[src/rtl/lpcfg_pkg.sv]
package lpcfg_pkg;

	// Register bus geometry
	localparam int ADDR_W = 3;
	localparam int DATA_W = 8;

	// Register offsets
	localparam logic [2:0] OFF_MODE_ONE = 3'h0;
	localparam logic [2:0] OFF_MODE_TWO = 3'h1;
	localparam logic [2:0] OFF_BIT_COUNT = 3'h2;
	localparam logic [2:0] OFF_STATUS = 3'h3;
	localparam logic [2:0] OFF_POSITION = 3'h4;

	// Values after reset
	localparam logic [7:0] RST_MODE_ONE = 8'h00;
	localparam logic [7:0] RST_MODE_TWO = 8'h00;
	localparam logic [7:0] RST_BIT_COUNT = 8'hff;
	localparam logic [3:0] RST_PORT_CNT = 4'h4;
	localparam logic [13:0] RST_MAX_RATE = 14'h0800;

	// Field positions in line_mode_reg_one
	localparam int M1_SRC_POS = 7;
	localparam int M1_PRE_POS = 4;
	localparam int M1_PMODE_POS = 2;

	// Field positions in line_mode_reg_two
	localparam int M2_FORM_POS = 5;
	localparam int M2_RATE_POS = 4;
	localparam int M2_CNT_POS = 0;

	// Timing units: one source clock edge adds this many units
	localparam logic [6:0] UNITS_PER_EDGE = 7'h04;

	// Frame sync placement in bits
	localparam logic [9:0] MARK_BIT_BURST = 10'h0fb;
	localparam logic [9:0] WIDE_PULSE_BITS = 10'h020;
	localparam logic [9:0] SHIFTED_START_BIT = 10'h010;

	// Data rate limits in kbit/s
	localparam logic [13:0] RATE_MIN = 14'h0080;
	localparam logic [13:0] RATE_MAX_BIDIR8 = 14'h0400;
	localparam logic [13:0] RATE_MAX_DUPLEX4 = 14'h0800;
	localparam logic [13:0] RATE_MAX_DUPLEX2 = 14'h1000;
	localparam logic [13:0] RATE_MAX_DUPLEX1 = 14'h2000;

	typedef enum logic [1:0] {
		PM_DUPLEX4 = 2'h0,
		PM_DUPLEX2 = 2'h1,
		PM_DUPLEX1 = 2'h2,
		PM_BIDIR8 = 2'h3
	} lpcfg_port_mode_t;

	typedef enum logic [1:0] {
		PS_DIV2 = 2'h0,
		PS_DIV1P5 = 2'h1,
		PS_DIV1 = 2'h2,
		PS_BAD = 2'h3
	} lpcfg_presc_t;

	typedef enum logic [2:0] {
		FF_BURST = 3'h0,
		FF_LATE = 3'h1,
		FF_EARLY = 3'h2,
		FF_SINGLE = 3'h3,
		FF_SHIFTED = 3'h4,
		FF_RSVD = 3'h5,
		FF_WIDE = 3'h6,
		FF_MULTI = 3'h7
	} lpcfg_form_t;

	typedef struct packed {
		logic trunk_clk;
		logic trunk_fp;
		logic line_clk;
		logic line_fs;
	} lpcfg_pins_t;

	typedef struct packed {
		logic [ADDR_W-1:0] addr;
		logic [DATA_W-1:0] wdata;
		logic wr;
		logic rd;
	} lpcfg_bus_t;

	typedef struct packed {
		lpcfg_pins_t s1;
		lpcfg_pins_t s2;
	} lpcfg_sync_t;

endpackage

[src/rtl/lpcfg_gen.sv]
// Overview of operation
// - Port mode 3/0/1/2 gives 8 bi, 4/2/1 duplex ports, 1024/2048/4096/8192.
// - Reference clock is 4, 2, 1, 0.5 times the data rate per mode.
// - Trunk strobes always come from trunk clock and trunk frame pulse.
// - Source 0: reference from trunk clock; frame from trunk pulse; drive pins.
// - Source 1: reference from line clock input; frame from line sync input.
// - Prescaler code 00 divides by 2, 01 by 1.5, 10 by 1.
// - Rate bit 0: bit clock output equals the data rate.
// - Rate bit 1: bit clock output doubles, only in modes 0 and 3.
// - Rate bit acts only with the internal source; frame form applies with either source.
// - Frame position against sync output ignores slot and shift settings.
// - Frame form field selects forms 0 to 4, 6 and 7; 5 reserved.
// - Form 0: low one-bit pulse at bit 251; send falling, sample rising, or on the second fall with the doubled clock.
// - Form 1 is form 0 delayed by half a reference clock period.
// - Form 2 is form 3 advanced by half a reference clock period.
// - Form 6: rising edge at first bit, high for 32 bits.
// - Form 4: like form 6 but starting at timeslot 2.
// - Form 7: form 3 shape for one frame after timer expiry, else form 6.
`timescale 1ns/100ps
module lpcfg_gen import lpcfg_pkg::*; (
	input wire logic clk_i,
	input wire logic rst_n_i,
	input wire lpcfg_bus_t bus_i,
	output logic [7:0] rdata_o,
	input wire lpcfg_pins_t pins_i,
	input wire logic mf_expire_i,
	output logic line_bit_clock_o,
	output logic line_bit_clock_oe_o,
	output logic line_frame_sync_o,
	output logic line_frame_sync_oe_o,
	output logic line_reference_clock_o,
	output logic tx_stb_o,
	output logic rx_stb_o,
	output logic frame_stb_o,
	output logic [9:0] bit_index_o,
	output logic trunk_bit_stb_o,
	output logic trunk_frame_stb_o,
	output logic [3:0] port_count_o,
	output logic [13:0] max_rate_o
);
	typedef struct packed {
		logic [7:0] mode_one;
		logic [7:0] mode_two;
		logic [7:0] bit_count_lo;
		logic [7:0] rdata;
		lpcfg_pins_t prev;
		logic [6:0] acc;
		logic [6:0] racc;
		logic [1:0] ph;
		logic [9:0] bit_cnt;
		logic bclk;
		logic ref_clk;
		logic fsync;
		logic oe;
		logic armed;
		logic [2:0] dly;
		logic mf_pending;
		logic mf_frame;
		logic tx_stb;
		logic rx_stb;
		logic frame_stb;
		logic trunk_bit_stb;
		logic trunk_frame_stb;
		logic [3:0] port_cnt;
		logic [13:0] max_rate;
	} lpcfg_state_t;

	lpcfg_state_t st;
	lpcfg_state_t next_st;
	lpcfg_pins_t sp;

	logic src_sel;
	lpcfg_port_mode_t pmode;
	lpcfg_presc_t pre;
	lpcfg_form_t form;
	logic rate2x;
	logic [9:0] nbits;
	logic src_edge;
	logic fs_rise;
	logic [6:0] thr;
	logic [6:0] rthr;
	logic [6:0] acc_sum;
	logic [6:0] racc_sum;
	logic half_tick;
	logic ref_half;
	logic [1:0] ph_last;
	logic [1:0] ph_mid;
	logic [1:0] ph_next;
	logic wrap;
	logic frame_evt;
	logic shape;
	logic [2:0] dly_need;

	// Source clock periods per reference period, in half-periods
	function automatic logic [2:0] presc_units(input lpcfg_presc_t p);
		case (p)
			PS_DIV2: presc_units = 3'h4;
			PS_DIV1P5: presc_units = 3'h3;
			default: presc_units = 3'h2;
		endcase
	endfunction

	// Reference half-periods per bit
	function automatic logic [3:0] bit_units(input lpcfg_port_mode_t m);
		case (m)
			PM_BIDIR8: bit_units = 4'h8;
			PM_DUPLEX4: bit_units = 4'h4;
			PM_DUPLEX2: bit_units = 4'h2;
			default: bit_units = 4'h1;
		endcase
	endfunction

	// Logical port count per mode
	function automatic logic [3:0] port_count(input lpcfg_port_mode_t m);
		case (m)
			PM_BIDIR8: port_count = 4'h8;
			PM_DUPLEX4: port_count = 4'h4;
			PM_DUPLEX2: port_count = 4'h2;
			default: port_count = 4'h1;
		endcase
	endfunction

	// Highest line data rate per mode
	function automatic logic [13:0] max_rate(input lpcfg_port_mode_t m);
		case (m)
			PM_BIDIR8: max_rate = RATE_MAX_BIDIR8;
			PM_DUPLEX4: max_rate = RATE_MAX_DUPLEX4;
			PM_DUPLEX2: max_rate = RATE_MAX_DUPLEX2;
			default: max_rate = RATE_MAX_DUPLEX1;
		endcase
	endfunction

	// Frame sync level for a bit position; counter is never shifted
	function automatic logic frame_shape(input lpcfg_form_t f,
			input logic [9:0] b, input logic [9:0] n, input logic mf);
		logic wide;
		wide = b < WIDE_PULSE_BITS;
		case (f)
			FF_BURST, FF_LATE: frame_shape = b != MARK_BIT_BURST;
			FF_EARLY: frame_shape = b == n;
			FF_SINGLE: frame_shape = b == 10'h000;
			FF_SHIFTED: frame_shape = (b >= SHIFTED_START_BIT) &&
				(b < SHIFTED_START_BIT + WIDE_PULSE_BITS);
			FF_MULTI: frame_shape = mf ? (b == 10'h000) : wide;
			default: frame_shape = wide;
		endcase
	endfunction

	lpcfg_sync lpcfg_sync_inst (
		.clk_i(clk_i),
		.rst_n_i(rst_n_i),
		.pins_i(pins_i),
		.pins_o(sp)
	);

	// Configuration fields
	assign src_sel = st.mode_one[M1_SRC_POS];
	assign pmode = lpcfg_port_mode_t'(st.mode_one[M1_PMODE_POS +: 2]);
	assign pre = lpcfg_presc_t'(st.mode_one[M1_PRE_POS +: 2]);
	assign form = lpcfg_form_t'(st.mode_two[M2_FORM_POS +: 3]);
	assign rate2x = st.mode_two[M2_RATE_POS] && !src_sel &&
		(pmode == PM_DUPLEX4 || pmode == PM_BIDIR8);
	assign nbits = {st.mode_two[M2_CNT_POS +: 2], st.bit_count_lo};

	// Selected clock and frame source
	assign src_edge = src_sel ? (sp.line_clk ^ st.prev.line_clk)
		: (sp.trunk_clk ^ st.prev.trunk_clk);
	assign fs_rise = src_sel ? (sp.line_fs & ~st.prev.line_fs)
		: (sp.trunk_fp & ~st.prev.trunk_fp);

	// Thresholds in units: bit clock half-period and reference half
	assign thr = ({4'h0, presc_units(pre)} * {3'h0, bit_units(pmode)})
		>> rate2x;
	assign rthr = {3'h0, presc_units(pre), 1'b0};
	assign acc_sum = st.acc + (src_edge ? UNITS_PER_EDGE : 7'h00);
	assign racc_sum = st.racc + (src_edge ? UNITS_PER_EDGE : 7'h00);
	assign half_tick = acc_sum >= thr;
	assign ref_half = racc_sum >= rthr;

	// Phase within a bit: two halves, or four with the doubled clock
	assign ph_last = rate2x ? 2'h3 : 2'h1;
	assign ph_mid = rate2x ? 2'h2 : 2'h1;
	// A phase left over from the doubled clock folds back at once
	assign ph_next = (st.ph >= ph_last) ? 2'h0 : st.ph + 2'h1;
	assign wrap = half_tick && ph_next == 2'h0 && st.bit_cnt == nbits;
	assign frame_evt = fs_rise | wrap;

	// Frame sync shape and its half-reference delay
	assign shape = frame_shape(form, st.bit_cnt, nbits, st.mf_frame);
	assign dly_need = (form == FF_LATE) ? 3'h1 :
		(form == FF_EARLY) ? 3'(bit_units(pmode) - 4'h1) : 3'h0;

	// Next state
	always_comb begin
		next_st = st;
		next_st.rdata = 8'h00;
		next_st.tx_stb = 1'b0;
		next_st.rx_stb = 1'b0;
		next_st.frame_stb = 1'b0;
		next_st.prev = sp;
		if (bus_i.wr) begin
			if (bus_i.addr == OFF_MODE_ONE) begin
				next_st.mode_one = bus_i.wdata;
			end else if (bus_i.addr == OFF_MODE_TWO) begin
				next_st.mode_two = bus_i.wdata;
			end else if (bus_i.addr == OFF_BIT_COUNT) begin
				next_st.bit_count_lo = bus_i.wdata;
			end
		end
		if (bus_i.rd) begin
			if (bus_i.addr == OFF_MODE_ONE) begin
				next_st.rdata = st.mode_one;
			end else if (bus_i.addr == OFF_MODE_TWO) begin
				next_st.rdata = st.mode_two;
			end else if (bus_i.addr == OFF_BIT_COUNT) begin
				next_st.rdata = st.bit_count_lo;
			end else if (bus_i.addr == OFF_STATUS) begin
				next_st.rdata = {st.mf_pending, st.mf_frame, st.fsync,
					st.bclk, st.ref_clk, st.armed, st.bit_cnt[9:8]};
			end else if (bus_i.addr == OFF_POSITION) begin
				next_st.rdata = st.bit_cnt[7:0];
			end
		end
		next_st.port_cnt = port_count(pmode);
		next_st.max_rate = max_rate(pmode);
		next_st.oe = !src_sel;
		// Trunk side always follows its own clock and pulse
		next_st.trunk_bit_stb = sp.trunk_clk & ~st.prev.trunk_clk;
		next_st.trunk_frame_stb = sp.trunk_fp & ~st.prev.trunk_fp;
		// Prescaler and reference clock
		next_st.acc = half_tick ? acc_sum - thr : acc_sum;
		next_st.racc = ref_half ? racc_sum - rthr : racc_sum;
		if (ref_half) begin
			next_st.ref_clk = ~st.ref_clk;
		end
		// Bit clock: falling edge starts a bit; the rise samples it, or the second fall with the doubled clock
		if (half_tick) begin
			next_st.ph = ph_next;
			next_st.bclk = ph_next[0];
			if (ph_next == 2'h0) begin
				next_st.tx_stb = 1'b1;
				next_st.bit_cnt = wrap ? 10'h000 : st.bit_cnt + 10'h001;
			end
			if (ph_next == ph_mid) begin
				next_st.rx_stb = 1'b1;
			end
		end
		// Frame alignment to the selected frame pulse
		if (fs_rise) begin
			next_st.bit_cnt = 10'h000;
			next_st.ph = 2'h0;
			next_st.bclk = 1'b0;
			next_st.acc = 7'h00;
		end
		if (frame_evt) begin
			next_st.frame_stb = 1'b1;
			next_st.mf_frame = st.mf_pending;
			next_st.mf_pending = 1'b0;
		end
		// Expiry arriving with the frame start is kept
		if (mf_expire_i) begin
			next_st.mf_pending = 1'b1;
		end
		// Frame sync output, optionally delayed in reference halves
		if (!st.armed) begin
			if (shape != st.fsync) begin
				if (dly_need == 3'h0) begin
					next_st.fsync = shape;
				end else begin
					next_st.armed = 1'b1;
					next_st.dly = dly_need;
				end
			end
		end else if (ref_half) begin
			if (st.dly == 3'h1) begin
				next_st.fsync = shape;
				next_st.armed = 1'b0;
			end else begin
				next_st.dly = st.dly - 3'h1;
			end
		end
	end

	// State register
	always_ff @(posedge clk_i or negedge rst_n_i) begin
		if (!rst_n_i) begin
			st <= '0;
			st.mode_one <= RST_MODE_ONE;
			st.mode_two <= RST_MODE_TWO;
			st.bit_count_lo <= RST_BIT_COUNT;
			st.port_cnt <= RST_PORT_CNT;
			st.max_rate <= RST_MAX_RATE;
		end else begin
			st <= next_st;
		end
	end

	// Outputs
	assign rdata_o = st.rdata;
	assign line_bit_clock_o = st.bclk;
	assign line_bit_clock_oe_o = st.oe;
	assign line_frame_sync_o = st.fsync;
	assign line_frame_sync_oe_o = st.oe;
	assign line_reference_clock_o = st.ref_clk;
	assign tx_stb_o = st.tx_stb;
	assign rx_stb_o = st.rx_stb;
	assign frame_stb_o = st.frame_stb;
	assign bit_index_o = st.bit_cnt;
	assign trunk_bit_stb_o = st.trunk_bit_stb;
	assign trunk_frame_stb_o = st.trunk_frame_stb;
	assign port_count_o = st.port_cnt;
	assign max_rate_o = st.max_rate;
endmodule

[src/rtl/lpcfg_sync.sv]
`timescale 1ns/100ps
module lpcfg_sync import lpcfg_pkg::*; (
	input wire logic clk_i,
	input wire logic rst_n_i,
	input wire lpcfg_pins_t pins_i,
	output lpcfg_pins_t pins_o
);
	lpcfg_sync_t st;
	lpcfg_sync_t next_st;

	// Two flip-flop stages for every pin
	always_comb begin
		next_st.s1 = pins_i;
		next_st.s2 = st.s1;
	end

	// State register
	always_ff @(posedge clk_i or negedge rst_n_i) begin
		if (!rst_n_i) begin
			st <= '0;
		end else begin
			st <= next_st;
		end
	end

	assign pins_o = st.s2;
endmodule

[config.mk]
export PLATFORM = sky130hd
export DESIGN_NAME = lpcfg_gen
export DESIGN_NICKNAME = d
export VERILOG_FILES = /design/src/rtl/lpcfg_pkg.sv /design/src/rtl/lpcfg_gen.sv /design/src/rtl/lpcfg_sync.sv
export SDC_FILE = /design/constraint.sdc
export NUM_CORES = 1
export LEC_CHECK = 0
export BUFFER_PORTS_ARGS = -buffer_cell sky130_fd_sc_hd__buf_2
export CORE_MARGIN = 2
export CORE_UTILIZATION = 25
export CTS_BUF_LIST = sky130_fd_sc_hd__clkbuf_4 sky130_fd_sc_hd__clkbuf_8
export CTS_CLUSTER_DIAMETER = 60
export DETAILED_ROUTE_END_ITERATION = 10
export PLACE_DENSITY = 0.49
export SKIP_CTS_REPAIR_TIMING = 1
export SLEW_MARGIN = 20
export SYNTH_ARGS = -nofsm -noshare
export SYNTH_HDL_FRONTEND = slang
export SYNTH_SLANG_ARGS = --single-unit
[constraint.sdc]
create_clock -name clk_i -period 5.4 [get_ports clk_i]
set_clock_uncertainty 0.05 [all_clocks]
set_input_delay 1.62 -clock clk_i [delete_from_list [all_inputs] [get_ports clk_i]]
set_output_delay 1.62 -clock clk_i [all_outputs]
set_load 0.02 [all_outputs]
==> results.ini <==
[synth]
synthSimpleGateAreaFrac_pct=14.23
synthAdderAreaFrac_pct=9.392
muxShareOfSynthArea_pct=9.462
syn_area_mm2=0.005329
synth_warnings=0
async_flop_share_pct=100.0
netlist_instances=505
yosys_most_used_dff=dfrtp_1
syn_avg_cell_area_um2=10.55
yosysSeqAreaShare_pct=41.07
synth_top_family_by_area=simple AND/OR/NAND/NOR gates
ys_types=69
ys_ff_latch=87
synth-edff-count=0
synth_compound_area_share_pct=12.00
synth_xor_xnor_area_share_pct=4.766

[worst_setup_path]
crit_path_max_incr_delay_ns=0.57
arrival_ns=4.73
r2r_cells=18
critical_path.max_fanout=10
path_cells=inv_1 > ha_1 > and2_1 > fa_1 > ha_1 > inv_1 > fa_1 > nor2b_1 > o21ai_0 > nand2b_1 > mux2i_1 > ha_1 > o211ai_1 > a31oi_1 > a211o_1 > a21oi_1 > o211ai_1 > o41ai_1
worst_path_max_delay_cell=a21oi_1
worstSetupPathType=reg2reg
startpoint_type=register
cp_data_required_time_ns=5.64
crit_path_frequent_cell=ha_1
end_kind=register

[global_routing]
grt_max_degree=51
antenna_found_initial=0
grt_pass1_wl_um=20400
overflow=0
grtUsageTotal_pct=11.78
grt_pass1_vias=3756

[routing]
num_vias=3682
wire_per_inst_um=15.39
drt_first_pass_iters=4
drc_errors=0
dr.max_layer_used=met4
drt-met1-wl_um=5945
first_iter_violations=169
wl_met3_um=478
wirelength_um=12450
dr_wl_met2_um=5867
viasPerCell=4.551
ant_nets=0

[sta]
worst_slew_pin_slew_ns=0.9132
finalCriticalPeriod_ns=4.497
finalSetupViolations=0
hold_violations=0
fin_tns_setup_ns=0
rsz0062_at_grt=no
max-slew-margin-rel_pct=39.12
drv_slew=0
period_share_pct=83.27
fmax_ghz=0.2224

[pwr]
clkPwrFrac_pct=15.7
p_seq_share_pct=34.5
total_power_mw=2.794
vdd_drop_max_mv=0.1433
intPower_mw=1.593
p_sw_mw=1.201
switching_share_pct=42.99
combPwrFrac_pct=49.9
p_per_area_mw_per_mm2=480.6
p_leak_nw=2.666

[die]
die-height_um=150
core_mm2=0.02096
dieArea_mm2=0.02250
die_x_um=150
initial_core_util_pct=25.43
io_pins=66
rows=53

[layout]
regArea_mm2=0.002188
diodes=0
n_fill_cell=2220
drive_above_1_share_pct=24.91
layout.nets=586
area_growth_syn_to_layout_pct=9.110
multi_input_area_mm2=0.002694
stdcell_count=809

[clock_tree]
cts.sinks=87
htree_levels=3
cts_tree=yes
clk_pin_slew_ns=0.10
clk_path_buf_depth=2
clockRootBuffer=clkbuf_8
clock_insertion_delay_worst_skew_ns=0.38
numCtsBuffers=9

[outcome]
outcome=finished, final reports clean

[placed_design]
io_buffers=55
gp_congestion=0.7921
dp_cells=793
dp_hpwl_um=9492

[run]
cap_violations=0

[worst_hold_path]
hold_depth=0
hold_class=reg2reg

==> cells in the final DEF (no fill, tap or decap), types with 4 or more instances in the layout <==
cell type  netlist  final
mux2_2          23     23
conb_1           1     10
buf_2            0     54
dfstp_2          9      9
o21ai_0         17     17
a22oi_1          8      8
inv_1           25     25
dfrtp_1         78     78
xnor2_1          9      9
and2_1          12     12
nand3_1         14     14
mux4_2           8      8
fa_1             5      5
nor3b_1          4      4
clkbuf_8         0      9
nand2_1         36     36
buf_4           40      5
nor2_1          25     25
a21oi_1         19     19
nand2b_1         5      5
a21o_1           5      5
ha_1            32     32
mux2i_1          5      5
xor2_1          20     20
nor4_1           4      4
nor2b_1         15     15
o21a_1           4      4
nor3_1           8      8
==> routing by layer <==
layer  vias up  global-route usage, %
li1       1769                      -
met1      1833                  15.58
met2        68                  19.32
met3        12                  2.134
met4         0                  4.151
met5         -                      0
==> stage by stage <==
step	hold slack (ns)	cell area, um2	setup slack (ns)	utilization (%)
after floorplan	0.2812	5363	1.361	-
after global placement	0.2839	5635	0.9959	26.89
after detailed placement	0.2847	5635	0.9344	26.89
after CTS	0.3074	5814	0.8867	27.75
after global routing	0.3201	5814	0.5912	27.75
final	0.3056	5814	0.9033	27.75
==> worst paths after layout <==
| path | from | to | slack [ns] |
|---|---|---|---|
| min | lpcfg_sync_inst.next_st[2] | lpcfg_sync_inst.pins_o[2] | 0.31 |
| max in group asynchronous | rst_n_i | st[62] | 3.07 |
| min in group asynchronous | rst_n_i | st[87] | 1.16 |
| min reg2reg | lpcfg_sync_inst.next_st[2] | lpcfg_sync_inst.pins_o[2] | 0.31 |
| max reg2reg | pmode[0] | st[44] | 0.90 |
| max | pmode[0] | st[44] | 0.90 |
==> layout make-up <==
cell class | count | share of cell area, %
multi-input combinational | 345 | 46.33
sequential | 87 | 37.64
clock buffer | 9 | 2.130
inverter | 27 | 1.743
clock inverter | 7 | 0.9468
tap | 275 | 5.918
timing repair buffer | 59 | 5.294
==> logic make-up after synthesis <==
| family | count (synthesis) |
|---|---|
| XOR/XNOR | 29 |
| adder cells (fa/ha/maj) | 37 |
| other | 1 |
| flip-flops | 87 |
| AO/OA/AOI/OAI | 88 |
| AND/OR/NAND/NOR | 144 |
| multiplexers | 37 |
| buffers and inverters | 82 |
==> cells in the mapped netlist, types with 12 or more instances <==
cell	count	area share, %
ha_1	32	7.5
mux2_2	23	4.9
dfrtp_1	78	37
o21ai_0	17	1.6
buf_4	40	5.6
a21oi_1	19	1.8
nand2_1	36	2.5
nor2b_1	15	1.8
inv_1	25	1.8
nor2_1	25	1.8
and2_1	12	1.4
nand3_1	14	1.3
xor2_1	20	3.3
==> critical path: cells and delay by family, from the launching register on <==
family | cells | cell delay, ns
and+or+nand+nor | 3 | 0.42
muxes | 1 | 0.07
buffers and inverters | 2 | 0.18
AOI/OAI and AO/OA | 7 | 1.47
adders and majority gates | 5 | 1.78
DFF | 1 | 0.44
==> power groups by stage <==
stage / Clock [mW] / Sequential (mW) / Combinational (mW)
5_1_grt: 0.484 / 0.989 / 1.57
2_1_floorplan: 0 / 0.946 / 1.13
3_5_place_dp: 0 / 0.977 / 1.39
6_report: 0.438 / 0.963 / 1.39
4_1_cts: 0.458 / 0.965 / 1.40
3_3_place_gp: 0 / 0.969 / 1.36
==> sequential cells by signal, indices dropped and copies added, names as in the netlist <==
register / count
bit_index_o: 10
form: 3
frame_stb_o: 1
line_bit_clock_oe_o: 1
line_frame_sync_o: 1
line_reference_clock_o: 1
lpcfg_sync_inst.next_st: 4
lpcfg_sync_inst.pins_o: 4
max_rate_o: 1
nbits: 10
pmode: 2
port_count_o: 3
pre: 2
rdata_o: 8
rx_stb_o: 1
src_sel: 1
st: 31
trunk_bit_stb_o: 1
trunk_frame_stb_o: 1
tx_stb_o: 1
Note: power is estimated with default switching activity, not from simulation.
